[src/hw/halt_run_pkg.sv]
// Shared constants, register map and carrier types of the halt/run control
package halt_run_pkg;

    // ------------------------------------------------------------------
    // Register map
    // ------------------------------------------------------------------
    localparam int ADDR_W = 4;
    localparam int DATA_W = 32;
    localparam logic [3:0] CTRL_OFS = 4'h0;
    localparam logic [3:0] STATUS_OFS = 4'h4;
    localparam logic [3:0] CYCLE_LO_OFS = 4'h8;
    localparam logic [3:0] CYCLE_HI_OFS = 4'hC;

    // ------------------------------------------------------------------
    // Field positions and reset values
    // ------------------------------------------------------------------
    localparam int CTRL_STOP_COUNT_BIT = 0;
    localparam int CTRL_FW_HALT_BIT = 1;
    localparam int ST_STATE_LSB = 0;
    localparam int ST_STATE_W = 3;
    localparam int ST_DBG_BIT = 4;
    localparam int ST_MPC_BIT = 5;
    localparam int ST_BKPT_BIT = 6;
    localparam logic STOP_COUNT_RST = 1'b0;
    localparam logic [63:0] CYCLE_RST = 64'h0;
    localparam logic [31:0] RDATA_IDLE = 32'h0;

    // ------------------------------------------------------------------
    // Activity states
    // ------------------------------------------------------------------
    typedef enum logic [2:0] {
        boot_st,
        running_st,
        quiesce_st,
        power_halted_state,
        debug_halted_state,
        step_st
    } activity_e;

    // ------------------------------------------------------------------
    // Carriers
    // ------------------------------------------------------------------
    typedef struct packed {
        logic halt_req;
        logic run_req;
    } pmu_in_s;

    typedef struct packed {
        logic halt_req;
        logic run_req;
    } mpc_in_s;

    typedef struct packed {
        logic halt_req;
        logic resume_req;
        logic step;
        logic bkpt;
        logic trig;
    } dbg_in_s;

    typedef struct packed {
        logic rd_buf_empty;
        logic wr_buf_empty;
        logic ic_miss_idle;
    } quiet_s;

endpackage

[src/hw/core_halt_run_control.sv]
// Core activity-state controller: power halt, debug halt and run control
//
// Contract
// - Power unit can halt core to sleep or restart it; sleep is reported.
// - Debug controller strap picks run or Debug Mode out of reset.
// - Debug controller halt enters Debug Mode; its run request resumes.
// - Debug Mode is reported; breakpoint or trigger entry raises cross trigger.
// - Active and Sleep handled in logic; Power Off needs no logic.
// - Quiesced means issue stopped and read, write, fetch-miss traffic empty.
// - Leave debug halt next cycle only when every set source is released.
// - Acknowledge debug resume, controller run, or both resume and run together.
// - Resume or run with no matching halt source does nothing.
// - Resume needs debug-halt bit; controller run needs controller-halt bit.
// - Both halt source bits clear whenever Debug Mode is left.
// - Single step ignored between controller halt and controller run.
// - Halt status only in power halt; debug status in debug or step.
// - Cycle counter runs, stops in power halt, obeys stop-count in debug halt but always counts the step cycle.
// - DMA accesses are allowed in every activity state.
// - Fine gating active except in reset and boot; enhanced gating added in power halt.
// - Any debug halt action outranks power or firmware halts.
// - Halt handshake: ack after halt, drop ack after request drops.
// - Run handshake: ack after resume, drop ack after request drops.
// - Power halt ignored in Debug Mode, honoured after exit if still held.
// - No acknowledge when already in the requested activity state.
`timescale 1ns/1ps
module core_halt_run_control (
    input wire logic ref_clk,                     // Core clock
    input wire logic arst_n,                      // Async reset, active low
    input wire halt_run_pkg::pmu_in_s pmu,        // Power unit requests
    input wire halt_run_pkg::mpc_in_s multi_processor_debug_controller,        // Debug controller requests
    input wire logic mpc_reset_run,               // Strap: 1 run, 0 debug
    input wire halt_run_pkg::dbg_in_s dbg,        // Core debug actions
    input wire halt_run_pkg::quiet_s quiet,       // Outstanding traffic idle
    input wire logic [3:0] addr,                  // Register address
    input wire logic [31:0] wdata,                // Register write data
    input wire logic wr,                          // Write strobe
    input wire logic rd,                          // Read strobe
    output logic [31:0] rdata,                    // Read data, next cycle
    output logic cpu_halt_ack,                    // Halt handshake ack
    output logic cpu_run_ack,                     // Run handshake ack
    output logic cpu_halt_status,                 // Core in power halt
    output logic debug_mode_status,               // Core in Debug Mode
    output logic dbg_resume_ack,                  // Debug resume ack pulse
    output logic mpc_run_ack,                     // Controller run ack pulse
    output logic bkpt_hit_status,                 // Cross-trigger level
    output logic issue_stop,                      // Stop issuing instructions
    output logic step_go,                         // Execute one step pulse
    output logic fine_gate_en,                    // Fine-grain gating on
    output logic enh_gate_en,                     // Enhanced gating on
    output logic dma_allow                        // DMA accesses accepted
);
    // ------------------------------------------------------------------
    // Input synchronisers
    // ------------------------------------------------------------------
    halt_run_pkg::pmu_in_s pmu_s;
    halt_run_pkg::mpc_in_s mpc_s;

    sync_2ff #(.WIDTH(2)) u_pmu_sync (
        .ref_clk(ref_clk),
        .arst_n(arst_n),
        .din(pmu),
        .dout(pmu_s)
    );

    sync_2ff #(.WIDTH(2)) u_mpc_sync (
        .ref_clk(ref_clk),
        .arst_n(arst_n),
        .din(multi_processor_debug_controller),
        .dout(mpc_s)
    );

    function automatic logic hit(input logic [3:0] a, input logic [3:0] o);
        return a == o;
    endfunction

    // ------------------------------------------------------------------
    // Activity state machine
    // ------------------------------------------------------------------
    halt_run_pkg::activity_e state, next_state;
    logic dbg_bit, next_dbg_bit;
    logic mpc_bit, next_mpc_bit;
    logic by_pmu, next_by_pmu;
    logic next_bkpt, next_halt_ack, next_run_ack;
    logic next_resume_ack, next_mpc_run_ack, next_step_go;
    logic core_halt, mpc_halt, enter_dbg, fw_halt;
    logic resume_eff, run_eff, release_ok, step_eff;
    logic stop_count;

    assign core_halt = dbg.halt_req | dbg.bkpt | dbg.trig;
    assign mpc_halt = mpc_s.halt_req;
    assign enter_dbg = core_halt | mpc_halt;
    assign fw_halt = wr & hit(addr, halt_run_pkg::CTRL_OFS)
                     & wdata[halt_run_pkg::CTRL_FW_HALT_BIT];
    // Requests without their halt bit are dropped
    assign resume_eff = dbg.resume_req & ~dbg.step & dbg_bit;
    assign run_eff = mpc_s.run_req & mpc_bit;
    assign release_ok = (~dbg_bit | resume_eff) & (~mpc_bit | run_eff);
    // Step only when no controller halt is pending
    assign step_eff = dbg.resume_req & dbg.step & dbg_bit & ~mpc_bit;

    always_comb
    begin
        next_state = state;
        next_dbg_bit = dbg_bit;
        next_mpc_bit = mpc_bit;
        next_by_pmu = by_pmu;
        next_bkpt = bkpt_hit_status;
        // Acks hold until their request drops; a new set wins
        next_halt_ack = cpu_halt_ack & pmu_s.halt_req;
        next_run_ack = cpu_run_ack & pmu_s.run_req;
        next_resume_ack = 1'b0;
        next_mpc_run_ack = 1'b0;
        next_step_go = 1'b0;
        unique case (state)
            halt_run_pkg::boot_st:
            begin
                if (mpc_reset_run)
                    next_state = halt_run_pkg::running_st;
                else
                begin
                    next_state = halt_run_pkg::debug_halted_state;
                    next_mpc_bit = 1'b1;
                end
            end
            halt_run_pkg::running_st,
            halt_run_pkg::quiesce_st,
            halt_run_pkg::power_halted_state:
            begin
                if (enter_dbg)
                begin
                    next_state = halt_run_pkg::debug_halted_state;
                    next_dbg_bit = core_halt;
                    next_mpc_bit = mpc_halt;
                    next_bkpt = dbg.bkpt | dbg.trig;
                end
                else if (state == halt_run_pkg::running_st)
                begin
                    // Held power halt re-enters here after Debug Mode
                    if (pmu_s.halt_req | fw_halt)
                    begin
                        next_state = halt_run_pkg::quiesce_st;
                        next_by_pmu = pmu_s.halt_req;
                    end
                end
                else if (state == halt_run_pkg::quiesce_st)
                begin
                    if (&quiet)
                    begin
                        next_state = halt_run_pkg::power_halted_state;
                        next_halt_ack = by_pmu;
                    end
                end
                else if (pmu_s.run_req)
                begin
                    next_state = halt_run_pkg::running_st;
                    next_run_ack = 1'b1;
                end
            end
            halt_run_pkg::debug_halted_state:
            begin
                next_dbg_bit = dbg_bit | core_halt;
                next_mpc_bit = mpc_bit | mpc_halt;
                next_bkpt = bkpt_hit_status | dbg.bkpt | dbg.trig;
                if (!enter_dbg && release_ok)
                begin
                    next_state = halt_run_pkg::running_st;
                    next_resume_ack = dbg_bit;
                    next_mpc_run_ack = mpc_bit;
                    next_dbg_bit = 1'b0;
                    next_mpc_bit = 1'b0;
                    next_bkpt = 1'b0;
                end
                else if (!enter_dbg && step_eff)
                begin
                    next_state = halt_run_pkg::step_st;
                    next_step_go = 1'b1;
                end
            end
            halt_run_pkg::step_st:
                next_state = halt_run_pkg::debug_halted_state;
            default:
                next_state = halt_run_pkg::boot_st;
        endcase
    end

    always_ff @(posedge ref_clk or negedge arst_n)
    begin
        if (!arst_n)
        begin
            state <= halt_run_pkg::boot_st;
            dbg_bit <= 1'b0;
            mpc_bit <= 1'b0;
            by_pmu <= 1'b0;
            bkpt_hit_status <= 1'b0;
            cpu_halt_ack <= 1'b0;
            cpu_run_ack <= 1'b0;
            dbg_resume_ack <= 1'b0;
            mpc_run_ack <= 1'b0;
            step_go <= 1'b0;
            cpu_halt_status <= 1'b0;
            debug_mode_status <= 1'b0;
            issue_stop <= 1'b1;
            fine_gate_en <= 1'b0;
            enh_gate_en <= 1'b0;
            dma_allow <= 1'b1;
        end
        else
        begin
            state <= next_state;
            dbg_bit <= next_dbg_bit;
            mpc_bit <= next_mpc_bit;
            by_pmu <= next_by_pmu;
            bkpt_hit_status <= next_bkpt;
            cpu_halt_ack <= next_halt_ack;
            cpu_run_ack <= next_run_ack;
            dbg_resume_ack <= next_resume_ack;
            mpc_run_ack <= next_mpc_run_ack;
            step_go <= next_step_go;
            cpu_halt_status <=
                next_state == halt_run_pkg::power_halted_state;
            debug_mode_status <=
                next_state inside {halt_run_pkg::debug_halted_state,
                                   halt_run_pkg::step_st};
            issue_stop <=
                next_state inside {halt_run_pkg::boot_st,
                                   halt_run_pkg::quiesce_st,
                                   halt_run_pkg::power_halted_state,
                                   halt_run_pkg::debug_halted_state};
            // Power Off is handled by power gating outside this block
            fine_gate_en <= next_state != halt_run_pkg::boot_st;
            enh_gate_en <=
                next_state == halt_run_pkg::power_halted_state;
            dma_allow <= 1'b1;
        end
    end

    // ------------------------------------------------------------------
    // Registers and cycle counter
    // ------------------------------------------------------------------
    logic [63:0] cycle, next_cycle;
    logic next_stop_count;
    logic [31:0] next_rdata, status_word;
    logic cycle_inc;

    always_comb
    begin
        status_word = '0;
        status_word[halt_run_pkg::ST_STATE_LSB +: halt_run_pkg::ST_STATE_W] =
            state;
        status_word[halt_run_pkg::ST_DBG_BIT] = dbg_bit;
        status_word[halt_run_pkg::ST_MPC_BIT] = mpc_bit;
        status_word[halt_run_pkg::ST_BKPT_BIT] = bkpt_hit_status;
        cycle_inc = (state inside {halt_run_pkg::running_st,
                                   halt_run_pkg::quiesce_st,
                                   halt_run_pkg::step_st})
                    | (state == halt_run_pkg::debug_halted_state
                       & ~stop_count);
        next_cycle = cycle + {63'h0, cycle_inc};
        next_stop_count = stop_count;
        if (wr && hit(addr, halt_run_pkg::CTRL_OFS))
            next_stop_count = wdata[halt_run_pkg::CTRL_STOP_COUNT_BIT];
        if (wr && hit(addr, halt_run_pkg::CYCLE_LO_OFS))
            next_cycle[31:0] = wdata;
        if (wr && hit(addr, halt_run_pkg::CYCLE_HI_OFS))
            next_cycle[63:32] = wdata;
        next_rdata = halt_run_pkg::RDATA_IDLE;
        if (rd)
        begin
            unique case (addr)
                halt_run_pkg::CTRL_OFS:
                    next_rdata = {31'h0, stop_count};
                halt_run_pkg::STATUS_OFS:
                    next_rdata = status_word;
                halt_run_pkg::CYCLE_LO_OFS:
                    next_rdata = cycle[31:0];
                halt_run_pkg::CYCLE_HI_OFS:
                    next_rdata = cycle[63:32];
                default:
                    next_rdata = halt_run_pkg::RDATA_IDLE;
            endcase
        end
    end

    always_ff @(posedge ref_clk or negedge arst_n)
    begin
        if (!arst_n)
        begin
            cycle <= halt_run_pkg::CYCLE_RST;
            stop_count <= halt_run_pkg::STOP_COUNT_RST;
            rdata <= halt_run_pkg::RDATA_IDLE;
        end
        else
        begin
            cycle <= next_cycle;
            stop_count <= next_stop_count;
            rdata <= next_rdata;
        end
    end
endmodule // core_halt_run_control

[src/hw/sync_2ff.sv]
// Two flip-flop level synchroniser
`timescale 1ns/1ps
module sync_2ff #(
    parameter int WIDTH = 1
) (
    input wire logic ref_clk,            // Core clock
    input wire logic arst_n,             // Async reset, active low
    input wire logic [WIDTH-1:0] din,    // Asynchronous levels
    output logic [WIDTH-1:0] dout        // Synchronised levels
);
    logic [WIDTH-1:0] meta;

    always_ff @(posedge ref_clk or negedge arst_n)
    begin
        if (!arst_n)
        begin
            meta <= '0;
            dout <= '0;
        end
        else
        begin
            meta <= din;
            dout <= meta;
        end
    end
endmodule // sync_2ff

[config.mk]
export PLATFORM = sky130hd
export DESIGN_NAME = core_halt_run_control
export DESIGN_NICKNAME = d
export VERILOG_FILES = /design/src/hw/halt_run_pkg.sv /design/src/hw/core_halt_run_control.sv /design/src/hw/sync_2ff.sv
export SDC_FILE = /design/constraint.sdc
export NUM_CORES = 1
export LEC_CHECK = 0
export BUFFER_PORTS_ARGS = -buffer_cell sky130_fd_sc_hd__buf_2
export CAP_MARGIN = 25
export CORE_MARGIN = 2
export CORE_UTILIZATION = 57
export CTS_CLUSTER_SIZE = 24
export DETAILED_ROUTE_END_ITERATION = 12
export PLACE_DENSITY = 0.8
export SLEW_MARGIN = 20
export SYNTH_ARGS = -nofsm -noshare
export SYNTH_HDL_FRONTEND = slang
export SYNTH_SLANG_ARGS = --single-unit
[constraint.sdc]
create_clock -name ref_clk -period 4.2 [get_ports ref_clk]
set_clock_uncertainty 0.15 [all_clocks]
set_input_delay 0.21 -clock ref_clk [delete_from_list [all_inputs] [get_ports ref_clk]]
set_output_delay 0.21 -clock ref_clk [all_outputs]
set_load 0.005 [all_outputs]
==> results of run 1 <==
-- through the flow --
step | cells | hold slack [ns] | area (um^2) | util [%] | power [uW]
2_1_floorplan | 678 | -0.236 | 6210 | - | 2110
3_3_place_gp | 879 | 0.169 | 6790 | 63.2 | 2330
5_1_grt | 966 | 0.0883 | 7990 | 74.3 | 4130
4_1_cts | 966 | 0.0222 | 7980 | 74.3 | 3950
3_5_place_dp | 881 | 0.169 | 6830 | 63.6 | 2380
6_report | 966 | 0.0576 | 7990 | 74.3 | 3960
-- power groups by stage --
stage	sequential (uW)	combinational, uW	clock, uW
floorplan	1550	558	0
global placement	1650	688	0
detailed placement	1660	721	0
CTS	1640	767	1540
global route	1680	859	1600
finish	1660	785	1520
-- what timing repair did --
action                    in CTS  in global routing
hold endpoints to repair     152                  0
hold buffers                  53                  0
buffers inserted               0                  0
-- registers in the layout (all words and copies together), names as in the netlist --
name / cells
dbg_bit: 1
rdata: 32
debug_mode_status: 1
state: 3
mpc_bit: 1
u_mpc_sync.dout: 2
cpu_halt_ack: 1
cpu_run_ack: 1
by_pmu: 1
u_pmu_sync.dout: 2
fine_gate_en: 1
u_pmu_sync.meta: 2
dbg_resume_ack: 1
mpc_run_ack: 1
u_mpc_sync.meta: 2
stop_count: 1
cycle: 64
step_go: 1
enh_gate_en: 1
issue_stop: 1
bkpt_hit_status: 1
-- cells in the mapped netlist, types with 4 or more instances --
master,instances,area [um^2]
dfrtp_1,120,3000
nor2_1,102,383
nand2_1,48,180
a21oi_1,45,225
nand4_1,37,231
clkbuf_1,36,135
xor2_1,31,272
nand3_1,30,150
a22oi_1,27,203
a31oi_1,21,131
o21ai_0,21,105
o31ai_1,14,105
and3_1,13,81.3
or4_1,13,97.6
nor3_1,11,55.1
inv_1,10,37.5
nor4_1,10,62.6
xnor2_1,10,87.6
and4_1,9,78.8
and2_1,8,50.1
or3_1,7,43.8
a222oi_1,5,50.1
buf_2,5,25.0
nor2b_1,4,25.0
-- metal layers --
metal  vias up  global-route usage, %  wire (um)
met4         0                   13.1        339
met1      2899                   44.1       7650
met2       326                   53.6       9150
met5         -                      0          0
li1       2758                      -          -
met3        35                   7.90       1450
-- area by class of cell --
class	instances	area, um^2	share of cell area (%)
Timing Repair Buffer	160	1130	14.1
Clock inverter	12	173	2.16
Inverter	10	37.5	0.470
Sequential cell	121	3030	37.9
Tap cell	140	175	2.19
Multi-Input combinational cell	503	3000	37.5
Clock buffer	20	445	5.58
-- worst min-delay path by stage --
stage | from | endpoint | cells after the start
final | addr[2] | by_pmu | 5
after detailed placement | multi_processor_debug_controller[0] | u_mpc_sync.meta[0] | 1
after floorplan | arst_n | bkpt_hit_status | 0
after CTS | addr[2] | by_pmu | 5
after global placement | pmu[1] | u_pmu_sync.meta[1] | 1
after global routing | addr[2] | stop_count | 3
-- critical path, cell delays in order, from the launching register on --
cell and delay, ns:
dfrtp_1 0.67, nand2_1 0.16, o22ai_1 0.16, ha_1 0.23, ha_1 0.20, nand3_1 0.18, nor3b_2 0.28, nand3_1 0.39
or4_1 0.63, a31oi_1 0.19
-- kinds of logic after synthesis --
| kind of cell | Yosys count | synth area share [%] |
|---|---|---|
| muxes | 4 | 0.705 |
| adders and majority gates | 2 | 0.403 |
| DFF | 121 | 48.8 |
| buffers and inverters | 54 | 3.48 |
| other | 1 | 0.0604 |
| AOI/OAI and AO/OA | 147 | 15.0 |
| and+or+nand+nor | 308 | 25.8 |
| xor gates and xnor gates | 41 | 5.78 |
==> metrics.md, run 1 <==
| Metric | Value |
|---|---|
| DIE AREA | 11800 um^2 |
| Slew @ Worst Pin | 0.812 ns |
| Die width | 108 um |
| Fmax | 300 MHz |
| Hpwl dp | 11.8 mm |
| CP Capture Type | flop |
| Max VDD drop | 0.000522 V |
| Routed wire length | 18.6 mm |
| DRT iter0 DRCs | 673 |
| CTS Buffer Depth | 2 |
| Critical path type | flop to flop |
| Final period util | 79.3% |
| R2R Path Start | state[1] |
| Post_cts resized | 0 |
| Core Box Area | 10700 um^2 |
| Critical Path RT | 4.51 ns |
| Htree depth | 4 |
| Number of global-route vias before repair | 5903 |
| Leak | 0.00330 uW |
| Largest net degree at the start of global routing | 78 |
| Internal | 2700 uW |
| Worst setup path end | cycle[62] |
| Flops & latches, synth | 121 |
| Num CTS Buffers | 17 |
| Tmin final | 3.33 ns |
| Post-synth EDFFs | 0 |
| Reg-to-reg setup timing slack | 0.87 ns |
| Sequential-to-total area share from yosys stat | 48.8% |
| Clk pwr share | 38.4% |
| DRC viols | 0 |
| CP startpoint | state[1] |
| Pre-CTS WS | 0.932 ns |
| Number of vias per cell | 6.23 |
| Clk root buf | clkbuf_8 |
| DR pass1 iterations | 7 |
| Most frequent cells in the layout | dfrtp_1 (120), nor2_1 (102), buf_2 (94) |
| Ys Warns | 0 |
| Final setup violating endpoints | 0 |
| Sw Ratio | 31.8% |
| Layout area overhead | 28.5% |
| Power share of the combinational group | 19.8% |
| RSZ-0062 raised after global routing | no |
| Worst reg2reg endpoint | cycle[62] |
| First-pass GRT wire length | 29.8 mm |
| Power per cell area | 496 nW/um^2 |
| FILL cells | 771 |
| DR vias | 6018 |
| CP Max Fanout | 17 |
| Max_slew headroom | 45.4% |
| Post-Syn Nets | 733 |
| Sum Neg Setup Slack | 0 ns |
| Clk slew on worst S/H paths | 0.06 ns |
| Synth cell types | 56 |
| Starting Density | 57.8% |
| Clock Sinks | 121 |
| Asr flop ratio synth | 100% |
| PortBufs | 95 |
| CP arrival | 3.64 ns |
| All-layer global routing usage | 33.5% |
| Clock latency on the worst-skew pair | 0.54 ns |
| Mapped Cells | 678 |
| Fin worst setup slack | 0.869 ns |
| Slew Limit Fails | 0 |
| Die height | 108 um |
| Worst r2r path cells | 9 |
| Psw | 1260 uW |
| Proportion of layout cells with a drive suffix above 1 | 18.6% |
| Seq pwr share | 41.8% |
| Placer Congestion | 0.880 |
| Max Cap Viol | 0 |
| Syn Std Cell Area | 6210 um^2 |
| Hold Path Class | input pin to flop |
| GRT overflow | 0 |
| Status | completed |
| FP Rows | 38 |
| Post-DRT Antenna Nets | 0 |
| Top_reg_cell synth | dfrtp_1 |
| Critical Path Start Type | flop |
| IO Count | 97 |
| Most common cell after layout, fill and taps aside | dfrtp_1 |
| Nets@finish | 868 |
| CTS tree | yes |
| Hold Violations, Final | 0 |
| Initial antenna violation count | 0 |
| WL per Instance | 19.2 um |
| Avg Cell Area, Syn | 9.16 um^2 |
| Ant diodes | 0 |
Power figures use the tool's default switching activity.
==> inputs of run 2 (changes only) <==
- ABC_AREA: default -> 1
- CORE_UTILIZATION: 57 -> 58
- clock period: 4.2 -> 3.3 ns (I/O delays scaled with it)
==> run 2 against run 1 <==
  * Synthesized cell count is 51% higher
  * Critical path type unchanged
  * Critical endpoint is now cycle[42]
  * Area after synthesis is 12% higher
  * Sequential share of layout area down 3.1 points
  * Largest power group unchanged
  * Fmax rose by 11%
  * Final cell count up 38%
  * Via count grew 23%
==> metrics.md, run 2 <==
| Metric | Value |
|---|---|
| Num CTS Buffers | 17 (unchanged) |
| All-layer global routing usage | 37.6% (+4.2 points) |
| Commonest cells in the netlist | nand2_1 (396), nor2_1 (153), dfrtp_1 (120), inv_1 (89), nand3_1 (44) |
| Multi-input gate area | 3490 um^2 (+17%) |
| Syn Std Cell Area | 6970 um^2 (+12%) |
| Crit-path cells | nor2_2, inv_1, nor2_1, inv_1, o211ai_1, ha_2, ha_2, nand3_2, nor2_4, nand2_2, clkinv_2, nand3_1, nand2_1, nand2_1, nand2_1, o21ai_1 |
| CP peak stage delay | 0.44 ns (-0.23 ns) |
| Ant diodes | 0 (unchanged) |
| Flops & latches, synth | 121 (unchanged) |
| Ys Warns | 0 (unchanged) |
| DIE AREA | 12900 um^2 (+9.9%) |
| Placed cell count | 1255 (+42%) |
| Tmin final | 3.00 ns (-0.327 ns) |
| Post-synth EDFFs | 0 (unchanged) |
| Synth area leader | dfrtp_1 |
| Layout area overhead | 24.8% |
| Slew Limit Fails | 0 (unchanged) |
| Final Non-Filler Cells | 1333 (+38%) |
| Post-Syn Nets | 1080 (+47%) |
| CTS Buffer Depth | 2 (unchanged) |
| WL per Instance | 17.5 um (-8.8%) |
| Critical Path Start Type | flop |
| Proportion of layout cells with a drive suffix above 1 | 15.4% (-3.2 points) |
| Most common cell in the synthesized netlist | nand2_1 |
| Hold Violations, Final | 0 (unchanged) |
| Top_reg_cell synth | dfrtp_1 |
| Hold Path Class | input pin to flop |
| CTS tree | yes |
| Clk pwr share | 37.0% (-1.4 points) |
| Clock Sinks | 121 (unchanged) |
| FP Rows | 40 (+5.3%) |
| Seq pwr share | 40.9% (-0.9 points) |
| Register area | 3030 um^2 (unchanged) |
| Initial antenna violation count | 0 (unchanged) |
| CP max-delay cell | dfrtp_1 |
| Clock latency on the worst-skew pair | 0.43 ns (-0.11 ns) |
| Largest net degree at the start of global routing | 65 (-17%) |
| # Post-CTS Setup Buffers | 0 (unchanged) |
| Mapped Cells | 1025 (+51%) |
| First-pass GRT wire length | 36.5 mm (+23%) |
| Hpwl dp | 16.6 mm (+41%) |
| Synth top area share | 43.1% (-5.3 points) |
| Htree depth | 4 (unchanged) |
| Fmax | 333 MHz (+11%) |
| Internal | 3390 uW (+25%) |
| DRC viols | 0 (unchanged) |
| Most common cell after layout, fill and taps aside | nand2_1 |
| Max_slew headroom | 42.2% (-3.2 points) |
| CP top delay family | simple AND/OR/NAND/NOR gates |
| Slew @ Worst Pin | 0.868 ns (+0.0560 ns) |
| CP Buf/Inv Count | 3 (+3) |
| Final setup violating endpoints | 0 (unchanged) |
| Biggest regs | cycle (64), rdata (32), state (3) |
| IO Count | 97 (unchanged) |
| Largest reg by FF count | cycle |
| Nets@finish | 1228 (+41%) |
| Sum Neg Setup Slack | 0 ns (unchanged) |
| Psw | 1810 uW (+44%) |
| FILL cells | 964 (+25%) |
| Final period util | 91.0% (+12 points) |
| PortBufs | 95 (unchanged) |
| Routed wire length | 23.4 mm (+26%) |
| Most frequent cells in the layout | nand2_1 (396), nor2_1 (152), dfrtp_1 (120) |
| Critical Path RT | 3.43 ns (-1.08 ns) |
| DRT iter0 DRCs | 907 (+35%) |
| Die height | 114 um (+4.8%) |
| Max VDD drop | 0.000502 V (-3.8%) |
| GRT overflow | 0 (unchanged) |
| DR pass1 iterations | 6 (-1) |
| CP arrival | 3.13 ns (-0.51 ns) |
| Number of vias per cell | 5.54 (-11%) |
| Number of global-route vias before repair | 7010 (+19%) |
| CP Capture Type | flop |
| RSZ-0062 raised after global routing | no |
| Final design utilization | 73.3% (-0.98 points) |
| Clk root buf | clkbuf_16 |
| Clk slew on worst S/H paths | 0.06 ns (about the same) |
| Synth cell types | 38 (-32%) |
| Core Box Area | 11900 um^2 (+10%) |
| Sequential-to-total area share from yosys stat | 43.4% (-5.3 points) |
| Overall Power | 5200 uW (+31%) |
| Most used cell, CP | nand2_1 |
| Critical path type | flop to flop |
| CP Max Fanout | 7 (-10) |
| Avg Cell Area, Syn | 6.80 um^2 (-26%) |
| Placer Congestion | 0.988 (+12%) |
| Max reg flops | 64 (unchanged) |
| Die width | 114 um (+4.8%) |
| Power per cell area | 598 nW/um^2 (+21%) |
| Asr flop ratio synth | 100% (unchanged) |
| Leak | 0.00410 uW (+24%) |
| Sw Ratio | 34.9% (+3.1 points) |
| Post-DRT Antenna Nets | 0 (unchanged) |
| Power share of the combinational group | 22.1% (+2.3 points) |
| DR vias | 7388 (+23%) |
| Max Cap Viol | 0 (unchanged) |
| Status | completed |
| Starting Density | 58.8% (+0.96 points) |
| Top cells by area, synth | dfrtp_1 (43%), nand2_1 (21%), nor2_1 (8.2%) |
## run 2: cell types whose count changed after synthesis, moves of 24 or more
cell,delta
a22oi_1,-27
inv_1,+79
nand2_1,+348
nor2_1,+51
o21ai_1,+24
xor2_1,-26
## run 2: what timing repair did
action,4_1_cts,5_1_grt
setup endpoints to repair,0,8
hold buffers,46,0
gates resized for setup,0,3
hold endpoints to repair,139,0
## run 2: cell type report
class | instances | area share (%)
Tap cell | 147 | 2.11
Inverter | 97 | 4.20
Clock inverter | 14 | 1.97
Clock buffer | 18 | 5.05
Multi-Input combinational cell | 786 | 40.1
Sequential cell | 121 | 34.8
Timing Repair Buffer | 150 | 11.7
## run 2: worst paths after layout
kind	depth (start not counted)	from	slack, ns	end
setup / recovery	16	state[0]	0.30	cycle[42]
hold / removal	5	quiet[1]	0.03	cpu_halt_ack
setup reg to reg	16	state[0]	0.30	cycle[42]
hold reg to reg	0	u_mpc_sync.meta[1]	0.20	u_mpc_sync.dout[1]
max in group asynchronous	3	arst_n	1.91	issue_stop
min in group asynchronous	2	arst_n	0.24	rdata[31]
## run 2: cells by family (layout without fill, tap and decap cells)
kind of cell	after synthesis	after routing	synth area share, %
xor+xnor	11	11	1.38
buf+inv	118	279	6.59
simple gates	656	656	39.2
compound gates	116	116	8.99
other cells	1	1	0.0538
flops	121	121	43.4
fa+ha+maj	2	2	0.359
## run 2: stage by stage
step                hold WS, ns  setup WS [ns]  instance area [um^2]
finish                   0.0296          0.296                  8700
global route             0.0579         0.0587                  8700
CTS                      0.0125          0.184                  8690
detailed placement        0.125          0.239                  7620
global placement          0.124          0.336                  7620
floorplan                -0.281          0.498                  6970
## run 2: layer usage
layer	track usage [%]	share of wire, %	up-vias
li1	-	-	3522
met1	50.5	42	3385
met2	59.8	46	420
met3	9.35	9.1	61
met4	13.6	2.9	0
met5	0	0	-
## run 2: power by group through the flow
| stage | logic (uW) | clock network, uW | registers [uW] |
|---|---|---|---|
| floorplan | 751 | 0 | 1990 |
| global placement | 1030 | 0 | 2120 |
| detailed placement | 1050 | 0 | 2120 |
| CTS | 1120 | 1930 | 2100 |
| global route | 1280 | 1990 | 2150 |
| finish | 1150 | 1930 | 2130 |
## run 2: worst register-to-register path, delay by kind of cell, from the launching register on
family                     cells  cell delay [ns]
buffers and inverters          3             0.26
adders and majority gates      2             0.57
AOI/OAI and AO/OA              2             0.34
and+or+nand+nor                9             1.10
DFF                            1             0.44
